### src/aas_pkg.sv
/*
 * Shared constants of the accumulator, table-read and skip unit:
 * operation codes, sequencer states, register map, field positions,
 * reset values and ROM page limits.
 * Assumes a core clock and an AHB-Lite register bus of 32 bits.
 */
// Behaviour
// - load immediate writes nibble to accumulator
// - back-to-back loads: only first one executes
// - table read: bits 7-4 to B, 3-0 to A
// - table address is D low bits over accumulator
// - page limited to 31, 47 or 127
// - upper bits flag: ROM 9-8 into D
// - table read holds one return stack level
// - add memory to accumulator, carry unchanged
// - add memory plus carry, carry out saved
// - add immediate, skip unless overflow, carry kept
// - accumulator AND addressed word into accumulator
// - accumulator OR addressed word into accumulator
// - set carry to one only
// - clear carry to zero only
// - skip next when carry is zero
// - accumulator replaced by its complement
// - rotate carry and accumulator right by one
// - set bit j of addressed word
// - clear bit j of addressed word
// - skip next when bit j is zero
package aas_pkg;

    // Decoded operation presented by the sequencer
    typedef enum logic [3:0] {
        OP_NOP                   = 4'h0,
        OP_LOAD_IMMEDIATE        = 4'h1,
        OP_TABLE_READ            = 4'h2,
        OP_ADD_MEMORY            = 4'h3,
        OP_ADD_MEMORY_CARRY      = 4'h4,
        OP_ADD_IMMEDIATE         = 4'h5,
        OP_AND_MEMORY            = 4'h6,
        OP_OR_MEMORY             = 4'h7,
        OP_SET_CARRY             = 4'h8,
        OP_CLEAR_CARRY           = 4'h9,
        OP_CARRY_ZERO_SKIP       = 4'ha,
        OP_COMPLEMENT_ACC        = 4'hb,
        OP_ROTATE_RIGHT_CARRY    = 4'hc,
        OP_BIT_SET               = 4'hd,
        OP_BIT_CLEAR             = 4'he,
        OP_BIT_ZERO_SKIP         = 4'hf
    } aas_op_t;

    // Table-read sequencer, Gray along idle -> rom -> idle
    typedef enum logic [1:0] {
        ST_IDLE = 2'b00,
        ST_ROM  = 2'b01
    } aas_state_t;

    // Register byte offsets
    localparam logic [7:0] OFS_ACC   = 8'h00;
    localparam logic [7:0] OFS_BREG  = 8'h04;
    localparam logic [7:0] OFS_DREG  = 8'h08;
    localparam logic [7:0] OFS_FLAGS = 8'h0c;

    // Flags register fields
    localparam int FLD_CARRY   = 0;
    localparam int FLD_UPPER_TABLE_BITS_ENABLE    = 1;
    localparam int FLD_VAR_LO  = 2;
    localparam int FLD_VAR_HI  = 3;
    localparam int FLD_SKIP    = 4;
    localparam int FLD_BUSY    = 5;
    localparam int FLD_STKHOLD = 6;

    // Reset values
    localparam logic [3:0] RST_NIBBLE  = 4'h0;
    localparam logic [2:0] RST_DREG    = 3'h0;
    localparam logic [1:0] RST_VARIANT = 2'h0;

    // Largest page per fitted ROM size
    localparam logic [6:0] PAGE_MAX_SMALL = 7'h1f;
    localparam logic [6:0] PAGE_MAX_MID   = 7'h2f;
    localparam logic [6:0] PAGE_MAX_LARGE = 7'h7f;

    // Widths
    localparam int NIB_W      = 4;
    localparam int ROM_W      = 10;
    localparam int ROM_ADDR_W = 14;

endpackage

### src/aas_alu.sv
/*
 * Combinational operation unit: computes next accumulator, carry,
 * addressed data word and skip condition for one decoded operation.
 * Assumes the caller gates every write enable with its execute term.
 */
`timescale 1ns/100ps
module aas_alu
    import aas_pkg::*;
(
    // Operation
    input  aas_op_t         op,
    input  wire logic [3:0] imm,
    // Current state
    input  wire logic [3:0] acc,
    input  wire logic       carry,
    input  wire logic [3:0] mem,
    // Results
    output logic [3:0]      acc_next,
    output logic            acc_we,
    output logic            carry_next,
    output logic            carry_we,
    output logic [3:0]      mem_next,
    output logic            mem_we,
    output logic            skip
);

    logic [4:0] sum_mem;
    logic [4:0] sum_memc;
    logic [4:0] sum_imm;

    // Five-bit sums so bit 4 is the carry out of bit 3
    assign sum_mem  = {1'b0, acc} + {1'b0, mem};
    assign sum_memc = {1'b0, acc} + {1'b0, mem} + {4'h0, carry};
    assign sum_imm  = {1'b0, acc} + {1'b0, imm};

    // Operation decode
    always_comb
    begin
        acc_next   = acc;
        acc_we     = 1'b0;
        carry_next = carry;
        carry_we   = 1'b0;
        mem_next   = mem;
        mem_we     = 1'b0;
        skip       = 1'b0;
        case (op)
            OP_LOAD_IMMEDIATE:
            begin
                acc_next = imm;
                acc_we   = 1'b1;
            end
            OP_ADD_MEMORY:
            begin
                acc_next = sum_mem[3:0];
                acc_we   = 1'b1;
            end
            OP_ADD_MEMORY_CARRY:
            begin
                acc_next   = sum_memc[3:0];
                acc_we     = 1'b1;
                carry_next = sum_memc[4];
                carry_we   = 1'b1;
            end
            OP_ADD_IMMEDIATE:
            begin
                acc_next = sum_imm[3:0];
                acc_we   = 1'b1;
                skip     = ~sum_imm[4];
            end
            OP_AND_MEMORY:
            begin
                acc_next = acc & mem;
                acc_we   = 1'b1;
            end
            OP_OR_MEMORY:
            begin
                acc_next = acc | mem;
                acc_we   = 1'b1;
            end
            OP_SET_CARRY:
            begin
                carry_next = 1'b1;
                carry_we   = 1'b1;
            end
            OP_CLEAR_CARRY:
            begin
                carry_next = 1'b0;
                carry_we   = 1'b1;
            end
            OP_CARRY_ZERO_SKIP:
            begin
                skip = ~carry;
            end
            OP_COMPLEMENT_ACC:
            begin
                acc_next = ~acc;
                acc_we   = 1'b1;
            end
            OP_ROTATE_RIGHT_CARRY:
            begin
                acc_next   = {carry, acc[3:1]};
                acc_we     = 1'b1;
                carry_next = acc[0];
                carry_we   = 1'b1;
            end
            OP_BIT_SET:
            begin
                mem_next         = mem;
                mem_next[imm[1:0]] = 1'b1;
                mem_we           = 1'b1;
            end
            OP_BIT_CLEAR:
            begin
                mem_next         = mem;
                mem_next[imm[1:0]] = 1'b0;
                mem_we           = 1'b1;
            end
            OP_BIT_ZERO_SKIP:
            begin
                skip = ~mem[imm[1:0]];
            end
            default:
            begin
                skip = 1'b0;
            end
        endcase
    end

endmodule

### src/aas_core.sv
/*
 * Accumulator, table-read and skip unit of a 4-bit core, with its
 * architectural registers visible over an AHB-Lite slave.
 * Assumes the sequencer holds off new instructions while busy is high,
 * the data RAM presents the addressed word combinationally, and the
 * program ROM answers a table read with a one-cycle valid pulse.
 */
// Design decisions made here: the AHB-Lite slave port and the register addresses.
`timescale 1ns/100ps
module aas_core
    import aas_pkg::*;
(
    // Clock and reset
    input  wire logic                  hclk,
    input  wire logic                  hresetn,
    // AHB-Lite slave
    input  wire logic                  hsel,
    input  wire logic [31:0]           haddr,
    input  wire logic [1:0]            htrans,
    input  wire logic                  hwrite,
    input  wire logic [2:0]            hsize,
    input  wire logic [31:0]           hwdata,
    input  wire logic                  hready,
    output logic                       hreadyout,
    output logic                       hresp,
    output logic [31:0]                hrdata,
    // Instruction from the sequencer
    input  wire logic                  instr_valid,
    input  aas_op_t                    instr_op,
    input  wire logic [3:0]            instr_imm,
    input  wire logic [6:0]            instr_page,
    output logic                       busy,
    output logic                       skip_pending,
    // Data memory word at the data pointer
    input  wire logic [3:0]            addressed_data_word,
    output logic [3:0]                 mem_wdata,
    output logic                       mem_we,
    // Program ROM table port
    output logic                       rom_req,
    output logic [ROM_ADDR_W-1:0]      rom_addr,
    input  wire logic                  rom_rvalid,
    input  wire logic [ROM_W-1:0]      rom_rdata,
    // Return stack occupancy
    output logic                       return_stack_hold
);

    // Architectural state
    logic [3:0]       acc_q;
    logic [3:0]       breg_q;
    logic [2:0]       dreg_q;
    logic             carry_flag_q;
    logic             upper_table_bits_enable_q;
    logic [1:0]       variant_q;
    logic             skip_q;
    logic             last_load_q;
    aas_state_t       state_q;
    logic             rom_req_q;
    logic [ROM_ADDR_W-1:0] rom_addr_q;

    // Bus pipeline
    logic             bus_wr_q;
    logic [7:0]       bus_addr_q;
    logic [31:0]      hrdata_q;
    logic             addr_phase;
    logic             bus_wr_acc;
    logic             bus_wr_breg;
    logic             bus_wr_dreg;
    logic             bus_wr_flags;

    // Execution terms
    logic             accept;
    logic             exec;
    logic             tbl_start;
    logic             tbl_done;
    logic [6:0]       page_max;
    logic [6:0]       page_eff;

    // ALU results
    logic [3:0]       alu_acc;
    logic             alu_acc_we;
    logic             alu_carry;
    logic             alu_carry_we;
    logic [3:0]       alu_mem;
    logic             alu_mem_we;
    logic             alu_skip;

    aas_alu u_alu (
        .op         (instr_op),
        .imm        (instr_imm),
        .acc        (acc_q),
        .carry      (carry_flag_q),
        .mem        (addressed_data_word),
        .acc_next   (alu_acc),
        .acc_we     (alu_acc_we),
        .carry_next (alu_carry),
        .carry_we   (alu_carry_we),
        .mem_next   (alu_mem),
        .mem_we     (alu_mem_we),
        .skip       (alu_skip)
    );

    // An instruction is taken only while no table read is in flight
    assign accept = instr_valid && (state_q == ST_IDLE);

    // Skipped slot still consumes the fetch but updates nothing
    assign exec = accept && !skip_q
                  && !((instr_op == OP_LOAD_IMMEDIATE)
                       && last_load_q);

    assign tbl_start = exec && (instr_op == OP_TABLE_READ);
    assign tbl_done  = (state_q == ST_ROM) && rom_rvalid;

    // Largest page of the fitted ROM
    always_comb
    begin
        if (variant_q == 2'h0)
        begin
            page_max = PAGE_MAX_SMALL;
        end
        else if (variant_q == 2'h1)
        begin
            page_max = PAGE_MAX_MID;
        end
        else
        begin
            page_max = PAGE_MAX_LARGE;
        end
    end

    // Out-of-range pages clamp rather than alias into another page
    assign page_eff = (instr_page > page_max) ? page_max
                                              : instr_page;

    // Table-read sequencer
    always_ff @(posedge hclk or negedge hresetn)
    begin
        if (!hresetn)
        begin
            state_q <= ST_IDLE;
        end
        else
        begin
            case (state_q)
                ST_IDLE:
                begin
                    if (tbl_start)
                    begin
                        state_q <= ST_ROM;
                    end
                end
                ST_ROM:
                begin
                    if (rom_rvalid)
                    begin
                        state_q <= ST_IDLE;
                    end
                end
                default:
                begin
                    state_q <= ST_IDLE;
                end
            endcase
        end
    end

    // ROM request pulse and address
    always_ff @(posedge hclk or negedge hresetn)
    begin
        if (!hresetn)
        begin
            rom_req_q  <= 1'b0;
            rom_addr_q <= '0;
        end
        else
        begin
            rom_req_q <= tbl_start;
            if (tbl_start)
            begin
                rom_addr_q <= {page_eff, dreg_q, acc_q};
            end
        end
    end

    // Skip and load-run tracking; a fetched slot consumes a pending skip
    always_ff @(posedge hclk or negedge hresetn)
    begin
        if (!hresetn)
        begin
            skip_q      <= 1'b0;
            last_load_q <= 1'b0;
        end
        else if (accept)
        begin
            skip_q      <= exec && alu_skip;
            last_load_q <= (instr_op == OP_LOAD_IMMEDIATE);
        end
    end

    // Accumulator: execution wins over a bus write in the same cycle
    always_ff @(posedge hclk or negedge hresetn)
    begin
        if (!hresetn)
        begin
            acc_q <= RST_NIBBLE;
        end
        else if (exec && alu_acc_we)
        begin
            acc_q <= alu_acc;
        end
        else if (tbl_done)
        begin
            acc_q <= rom_rdata[3:0];
        end
        else if (bus_wr_acc)
        begin
            acc_q <= hwdata[3:0];
        end
    end

    // Register B
    always_ff @(posedge hclk or negedge hresetn)
    begin
        if (!hresetn)
        begin
            breg_q <= RST_NIBBLE;
        end
        else if (tbl_done)
        begin
            breg_q <= rom_rdata[7:4];
        end
        else if (bus_wr_breg)
        begin
            breg_q <= hwdata[3:0];
        end
    end

    // Register D
    always_ff @(posedge hclk or negedge hresetn)
    begin
        if (!hresetn)
        begin
            dreg_q <= RST_DREG;
        end
        else if (tbl_done && upper_table_bits_enable_q)
        begin
            dreg_q <= {1'b0, rom_rdata[9:8]};
        end
        else if (bus_wr_dreg)
        begin
            dreg_q <= hwdata[2:0];
        end
    end

    // Carry, flag enable and ROM size variant
    always_ff @(posedge hclk or negedge hresetn)
    begin
        if (!hresetn)
        begin
            carry_flag_q              <= 1'b0;
            upper_table_bits_enable_q <= 1'b0;
            variant_q                 <= RST_VARIANT;
        end
        else
        begin
            if (exec && alu_carry_we)
            begin
                carry_flag_q <= alu_carry;
            end
            else if (bus_wr_flags)
            begin
                carry_flag_q <= hwdata[FLD_CARRY];
            end
            if (bus_wr_flags)
            begin
                upper_table_bits_enable_q <= hwdata[FLD_UPPER_TABLE_BITS_ENABLE];
                variant_q <= hwdata[FLD_VAR_HI:FLD_VAR_LO];
            end
        end
    end

    // Data memory write strobe, only for executed bit operations
    assign mem_we    = exec && alu_mem_we;
    assign mem_wdata = alu_mem;

    // Status to the sequencer and ROM
    assign busy              = (state_q != ST_IDLE);
    assign return_stack_hold = (state_q != ST_IDLE);
    assign skip_pending      = skip_q;
    assign rom_req           = rom_req_q;
    assign rom_addr          = rom_addr_q;

    // AHB-Lite: zero wait states, always OKAY
    assign hreadyout = 1'b1;
    assign hresp     = 1'b0;
    assign hrdata    = hrdata_q;
    assign addr_phase = hsel && htrans[1] && hready;

    // Address phase capture; read data prepared for the data phase
    always_ff @(posedge hclk or negedge hresetn)
    begin
        if (!hresetn)
        begin
            bus_wr_q   <= 1'b0;
            bus_addr_q <= 8'h00;
            hrdata_q   <= 32'h0000_0000;
        end
        else
        begin
            bus_wr_q   <= addr_phase && hwrite;
            bus_addr_q <= haddr[7:0];
            hrdata_q   <= 32'h0000_0000;
            if (addr_phase && !hwrite)
            begin
                if (haddr[7:0] == OFS_ACC)
                begin
                    hrdata_q[3:0] <= acc_q;
                end
                else if (haddr[7:0] == OFS_BREG)
                begin
                    hrdata_q[3:0] <= breg_q;
                end
                else if (haddr[7:0] == OFS_DREG)
                begin
                    hrdata_q[2:0] <= dreg_q;
                end
                else if (haddr[7:0] == OFS_FLAGS)
                begin
                    hrdata_q[FLD_CARRY]          <= carry_flag_q;
                    hrdata_q[FLD_UPPER_TABLE_BITS_ENABLE]           <= upper_table_bits_enable_q;
                    hrdata_q[FLD_VAR_HI:FLD_VAR_LO] <= variant_q;
                    hrdata_q[FLD_SKIP]           <= skip_q;
                    hrdata_q[FLD_BUSY]           <= busy;
                    hrdata_q[FLD_STKHOLD]        <= return_stack_hold;
                end
            end
        end
    end

    // Data phase write decode; unmapped writes fall through unused
    assign bus_wr_acc   = bus_wr_q && (bus_addr_q == OFS_ACC);
    assign bus_wr_breg  = bus_wr_q && (bus_addr_q == OFS_BREG);
    assign bus_wr_dreg  = bus_wr_q && (bus_addr_q == OFS_DREG);
    assign bus_wr_flags = bus_wr_q && (bus_addr_q == OFS_FLAGS);

endmodule

### config.mk
export PLATFORM = sky130hd
export DESIGN_NAME = aas_core
export DESIGN_NICKNAME = d
export VERILOG_FILES = /design/src/aas_pkg.sv /design/src/aas_alu.sv /design/src/aas_core.sv
export SDC_FILE = /design/constraint.sdc
export NUM_CORES = 1
export LEC_CHECK = 0
export ABC_AREA = 1
export ABC_CLOCK_PERIOD_IN_PS = 2400
export CORE_ASPECT_RATIO = 1.5
export CORE_UTILIZATION = 55
export CTS_CLUSTER_SIZE = 28
export DETAILED_ROUTE_END_ITERATION = 6
export DONT_BUFFER_PORTS = 1
export GPL_ROUTABILITY_DRIVEN = 0
export PLACE_DENSITY_LB_ADDON = 0.1
export SYNTH_ARGS = -nofsm -noshare
export SYNTH_HDL_FRONTEND = slang
export SYNTH_SLANG_ARGS = --single-unit
### constraint.sdc
create_clock -name hclk -period 2.4 [get_ports hclk]
set_clock_uncertainty 0.15 [all_clocks]
set_input_delay 0.48 -clock hclk [delete_from_list [all_inputs] [get_ports hclk]]
set_output_delay 0.48 -clock hclk [all_outputs]
set_load 0.01 [all_outputs]
# [After elaboration in Yosys (flattened, before gate mapping)]
# Index checks and enable logic that the tools add are counted.
[word_totals] regBits=50 word_cells=128 inputBits=105
[classes] muxes=34 magnitude_cmp=3 add_sub_neg=3 bitwise=9 eq_ne=27 reduce_logical=38
[ops] operator="$mux 7" count=5
[ops] operator="$eq 4x4->1 const B" count=8
[ops] operator="$eq 8x4->1 const B" count=4
[ops] operator="$mux 4" count=8
[ops] operator="$pmux 4 s8" count=1
[ops] operator="$logic_and 1x1->1" count=20
[ops] operator="$eq 4x3->1 const B" count=4
[ops] operator="$eq 8x3->1 const B" count=2
[ops] operator="$logic_not 8->1" count=2
[ops] operator="$mux 3" count=5
[ops] operator="$add 4x4->5" count=2
[ops] operator="$ne 9x2->1 const B" count=1
[ops] operator="$and 4x4->4" count=2
[ops] operator="$eq 4x2->1 const B" count=2
[ops] operator="$not 4->4" count=2
[ops] operator="$or 4x4->4" count=2
[ops] operator="$pmux 4 s2" count=1
[ops] operator="$reduce_bool 2->1" count=4
[ops] operator="$reduce_or 8->1" count=1
[ops] operator="$gt 7x7->1" count=1
[ops] operator="$mux 1" count=7
[ops] operator="$reduce_and 2->1" count=3
[ops] operator="$add 5x1->5" count=1
[ops] operator="$ne 5x1->1 const B" count=1
[ops] operator="other kinds (17)" count=25

# [Depth between registers and ports, before layout]
[depth] word_depth=7 ltp_mapped=12 mapped_depth_nobuf=12

# [Modules after synthesis]
# From an unflattened synthesis, not the netlist that was laid out.
[unflattened] cells_unflattened=514 hier_area_um2=3607.2
[by_module_without_submodules] mod="aas_core" cells_each=333 area_per_inst_um2=2631.3 instances=1
[by_module_without_submodules] mod="aas_alu" cells_each=181 area_per_inst_um2=975.9 instances=1

# [Least setup slack after synthesis]
# OpenSTA, ideal clock, no wires.
[synth_timing] path_kind="input-to-reg" start="input port addressed_data_word[0]" end="register carry_flag_q" arrival_ns=1.882 setup_time_ns=0.126 path_buffers=0 path_slack_ns=0.242 required_ns=2.124 stages=12 path_cell_list="ha_1 -> inv_1 -> fa_1 -> inv_1 -> ha_1 -> inv_1 -> nor2_1 -> nand3_1 -> nand2_1 -> nand3_1 -> o21ai_0 -> a21oi_1"
[synth_between] elab_chain_cells=4
[synth_lines] item="start, declared" line="aas_core.sv:35" text="input wire logic [3:0] addressed_data_word,"
[synth_lines] item="$add 4x4->5" line="aas_alu.sv:33" text="assign sum_memc = {1'b0, acc} + {1'b0, mem} + {4'h0, carry};"
[synth_lines] item="$add 5x1->5" line="aas_alu.sv:33"
[synth_lines] item="$pmux 1 s4" line="aas_alu.sv:46" text="case (op)"
[synth_lines] item="$mux 1" line="aas_core.sv:265" text="if (exec && alu_carry_we)"
[synth_lines] item="end signal, assigned" line="aas_core.sv:267" text="carry_flag_q <= alu_carry;"
[synth_lines] item="end signal, assigned" line="aas_core.sv:271" text="carry_flag_q <= hwdata[FLD_CARRY];"
[synth_lines] item="end, declared" line="aas_core.sv:51" text="logic carry_flag_q;"
# Every way passes these cells.
# A chain may end at the register's enable or synchronous reset.

# [Final worst setup path]
[layout_timing] start="register acc_q[0]" end="register carry_flag_q"
[layout_between] elab_chain_cells=4
[layout_lines] item="start, declared" line="aas_core.sv:48" text="logic [3:0] acc_q;"
[layout_lines] item="start signal, assigned" line="aas_core.sv:208" text="acc_q <= alu_acc;"
[layout_lines] item="start signal, assigned" line="aas_core.sv:212" text="acc_q <= rom_rdata[3:0];"
[layout_lines] item="start signal, assigned" line="aas_core.sv:216" text="acc_q <= hwdata[3:0];"
[layout_lines] item="$add 4x4->5" line="aas_alu.sv:33"
[layout_lines] item="$add 5x1->5" line="aas_alu.sv:33"
[layout_lines] item="$pmux 1 s4 (*)" line="aas_alu.sv:46"
[layout_lines] item="$mux 1 (*)" line="aas_core.sv:265"
# Mark *: on every way between the ends. The rest lies on a longest branch, timed or not.

==> results.toml <==
[status]
status = "complete, no violations"

[sta]
slew_headroom = 0.613
finalHoldViolations = 0
drv_slew = 0
min_period_ns = 2.19
finalSetupViolations = 0
worstMarginPinSlew_ns = 0.575
fin_ws_ns = 0.214
fmax_mhz = 457
finalSetupTns_ns = 0
rsz0062_at_grt = "false"
fin_crit_sh = 0.911

[setup_path]
start_kind = "register"
path_class = "register to register"
crit_fanout = 3
cp-end-kind = "register"
rrSetupSlack_ns = 0.21
crit_arrival_ns = 2.22
cp_data_required_time_ns = 2.44
worst-r2r-cell-count = 12

[pwr]
pwr-share-comb = 0.398
p_int_mw = 1.79
total_leakage_power_nw = 1.85
p_per_area_mw_per_mm2 = 866
clockPowerShare = 0.203
power_switching_mw = 1.26
pwr-share-seq = 0.399
switching_share = 0.413
ir_drop_v = 0.000439

[run]
cap_violations = 0

[finish]
nFillCells = 552
postLayoutCoreUtil = 0.603
nets = 592
num_antenna_cells = 0
area_delta_synth_final_pct = 4.50
final-seq-area_mm2 = 0.00120
drive_gt1_frac = 0.0832
multi_input_comb_area_mm2 = 0.00177

[grt]
antenna_found_initial = 0
grt_util_met3 = 0.0724
first_global_vias = 2874
grtUsageMet1 = 0.298
gr-total-overflow = 0
grt_max_degree = 49
grt_pass1_wl_mm = 13.7
met2_usage = 0.498
busiest_layer = "met2"
grtUsageTotal = 0.281

[clocking]
clk_latency_ns = 0.30
root_buffer = "clkbuf_8"
cts_buffer_depth = 2
cts_sinks = 48
tritoncts = "built"
cts_made_buffers = 5
clk_pin_slew_worst_paths_ns = 0.09
cts_max_level = 2

[die]
chipWidth_um = 65.8
num_io_pins = 162
start_util = 0.577
die-area_mm2 = 0.00643
rows = 34
core_area_mm2 = 0.00583
die_h_um = 97.7

[drt]
routed_wirelength_mm = 8.70
drt-vias-per-instance = 5.49
routedWlPerCell_um = 16.1
drcViolationCount = 0
drt_iter0_drc = 202
ant_nets = 0
num_vias = 2970
dr.pass1.iters = 5

[synthesis]
ys.flop_type = "dfrtp_1"
ys_ff_latch = 48
ys_async_sr_fraction = 1.00
syn_area_mm2 = 0.00336
synth_cells = 461
yosys_warnings = 0
synthDistinctLibCells = 39
synth.avg_cell_area_um2 = 7.29
ys_seq_area_frac = 0.357
synth_edf_count = 0

[place]
port_buffers = 0
place.detailed.hpwl_mm = 7.01
placement.setup.worst_slack_ns = 0.0145

[worst_hold_path]
hold_class = "input pin to register"
hold_depth = 0
[synthesized netlist by cell type (2+ instances only)]
cell	instances	share of area
nor2_2	2	0.0037
ha_1	17	0.063
nand2_2	5	0.0093
buf_6	2	0.0067
a211oi_1	4	0.0089
o22ai_1	3	0.0056
nor3_1	3	0.0045
nand3_1	21	0.031
a22oi_1	2	0.0045
dfrtp_1	48	0.36
a21oi_1	22	0.033
fa_1	2	0.012
inv_1	64	0.071
o31a_1	2	0.0052
o21ai_0	36	0.054
nor4_1	3	0.0056
conb_1	2	0.0022
a21oi_2	2	0.0052
a31oi_1	2	0.0037
nand2_1	96	0.11
buf_4	29	0.065
nand4_1	8	0.015
o21ai_2	7	0.018
o21ai_1	2	0.0030
o221ai_1	2	0.0052
nor2_1	62	0.069
[cells in the final DEF (no fill, tap or decap), types with 7 or more instances in the layout]
| master | synthesis | final |
|---|---|---|
| ha_1 | 17 | 16 |
| inv_1 | 64 | 62 |
| dfrtp_1 | 48 | 48 |
| o21ai_0 | 36 | 35 |
| nand3_1 | 21 | 21 |
| conb_1 | 2 | 27 |
| nor2_1 | 62 | 61 |
| o21ai_2 | 7 | 7 |
| nand4_1 | 8 | 8 |
| nand2_1 | 96 | 96 |
| a21oi_1 | 22 | 22 |
[per-stage QoR]
stage                     hold slack [ns]  cells  power (mW)  instance area (um2)
final                              0.0464    541        3.04                 3510
after global routing               0.0300    541        3.27                 3510
after CTS                          0.0455    541        3.04                 3500
after detailed placement           0.0354    531        2.40                 3340
after global placement             0.0353    531        2.36                 3340
after floorplan                    0.0344    486        2.07                 3450
[final timing paths]
kind | startpoint | to
min in group asynchronous | hresetn | breg_q[1]
hold / removal | haddr[0] | bus_addr_q[0]
setup / recovery | acc_q[0] | carry_flag_q
hold reg to reg | last_load_q | last_load_q
max in group asynchronous | hresetn | rom_addr[2]
setup reg to reg | acc_q[0] | carry_flag_q
[sequential cells by signal (all words and copies together), names as in the netlist]
| name | flops |
|---|---|
| hrdata | 6 |
| skip_pending | 1 |
| bus_addr_q | 8 |
| variant_q | 2 |
| bus_wr_q | 1 |
| state_q | 1 |
| last_load_q | 1 |
| acc_q | 4 |
| upper_table_bits_enable_q | 1 |
| rom_addr | 14 |
| dreg_q | 3 |
| rom_req | 1 |
| carry_flag_q | 1 |
| breg_q | 4 |
[final cells by class]
class,count,share of cell area
inverters,66,0.0713
repair buffers,7,0.0214
clock buffers,6,0.0235
flip-flops and latches,48,0.342
clock inverters,2,0.0110
multi-input cells,340,0.505
well taps,72,0.0257
[metal layers]
layer / vias to the layer above / wire (um)
li1: 1457 / -
met1: 1362 / 3120
met2: 132 / 4550
met3: 19 / 715
met4: 0 / 311
met5: - / 0
[power by group through the flow]
stage	sequential (mW)	clock (mW)	combinational [mW]
global placement	1.22	0	1.13
global route	1.24	0.660	1.37
floorplan	1.20	0	0.867
CTS	1.22	0.621	1.20
finish	1.21	0.616	1.21
detailed placement	1.24	0	1.16
[critical path: stages, from the launching register on]
cell and delay (ns):
dfrtp_1 0.43, ha_4 0.19, inv_1 0.06, fa_1 0.42, inv_2 0.09, ha_1 0.15
inv_1 0.06, nor2_2 0.12, nand3_1 0.09, nand2_1 0.07, nand3_1 0.09, o21ai_1 0.10
a21oi_1 0.07
[what timing repair did]
item	4_1_cts	5_1_grt
hold buffers	2	0
buffers inserted	0	0
resized for setup	0	6
hold endpoints to repair	48	0
setup endpoints to repair	0	3
[cells by family after synthesis]
kind of cell | Yosys count | synth area share
compound gates | 88 | 0.156
fa+ha+maj | 19 | 0.0752
buf+inv | 98 | 0.147
flops | 48 | 0.357
simple gates | 206 | 0.262
other cells | 2 | 0.00223
(Power assumes the default switching activity.)
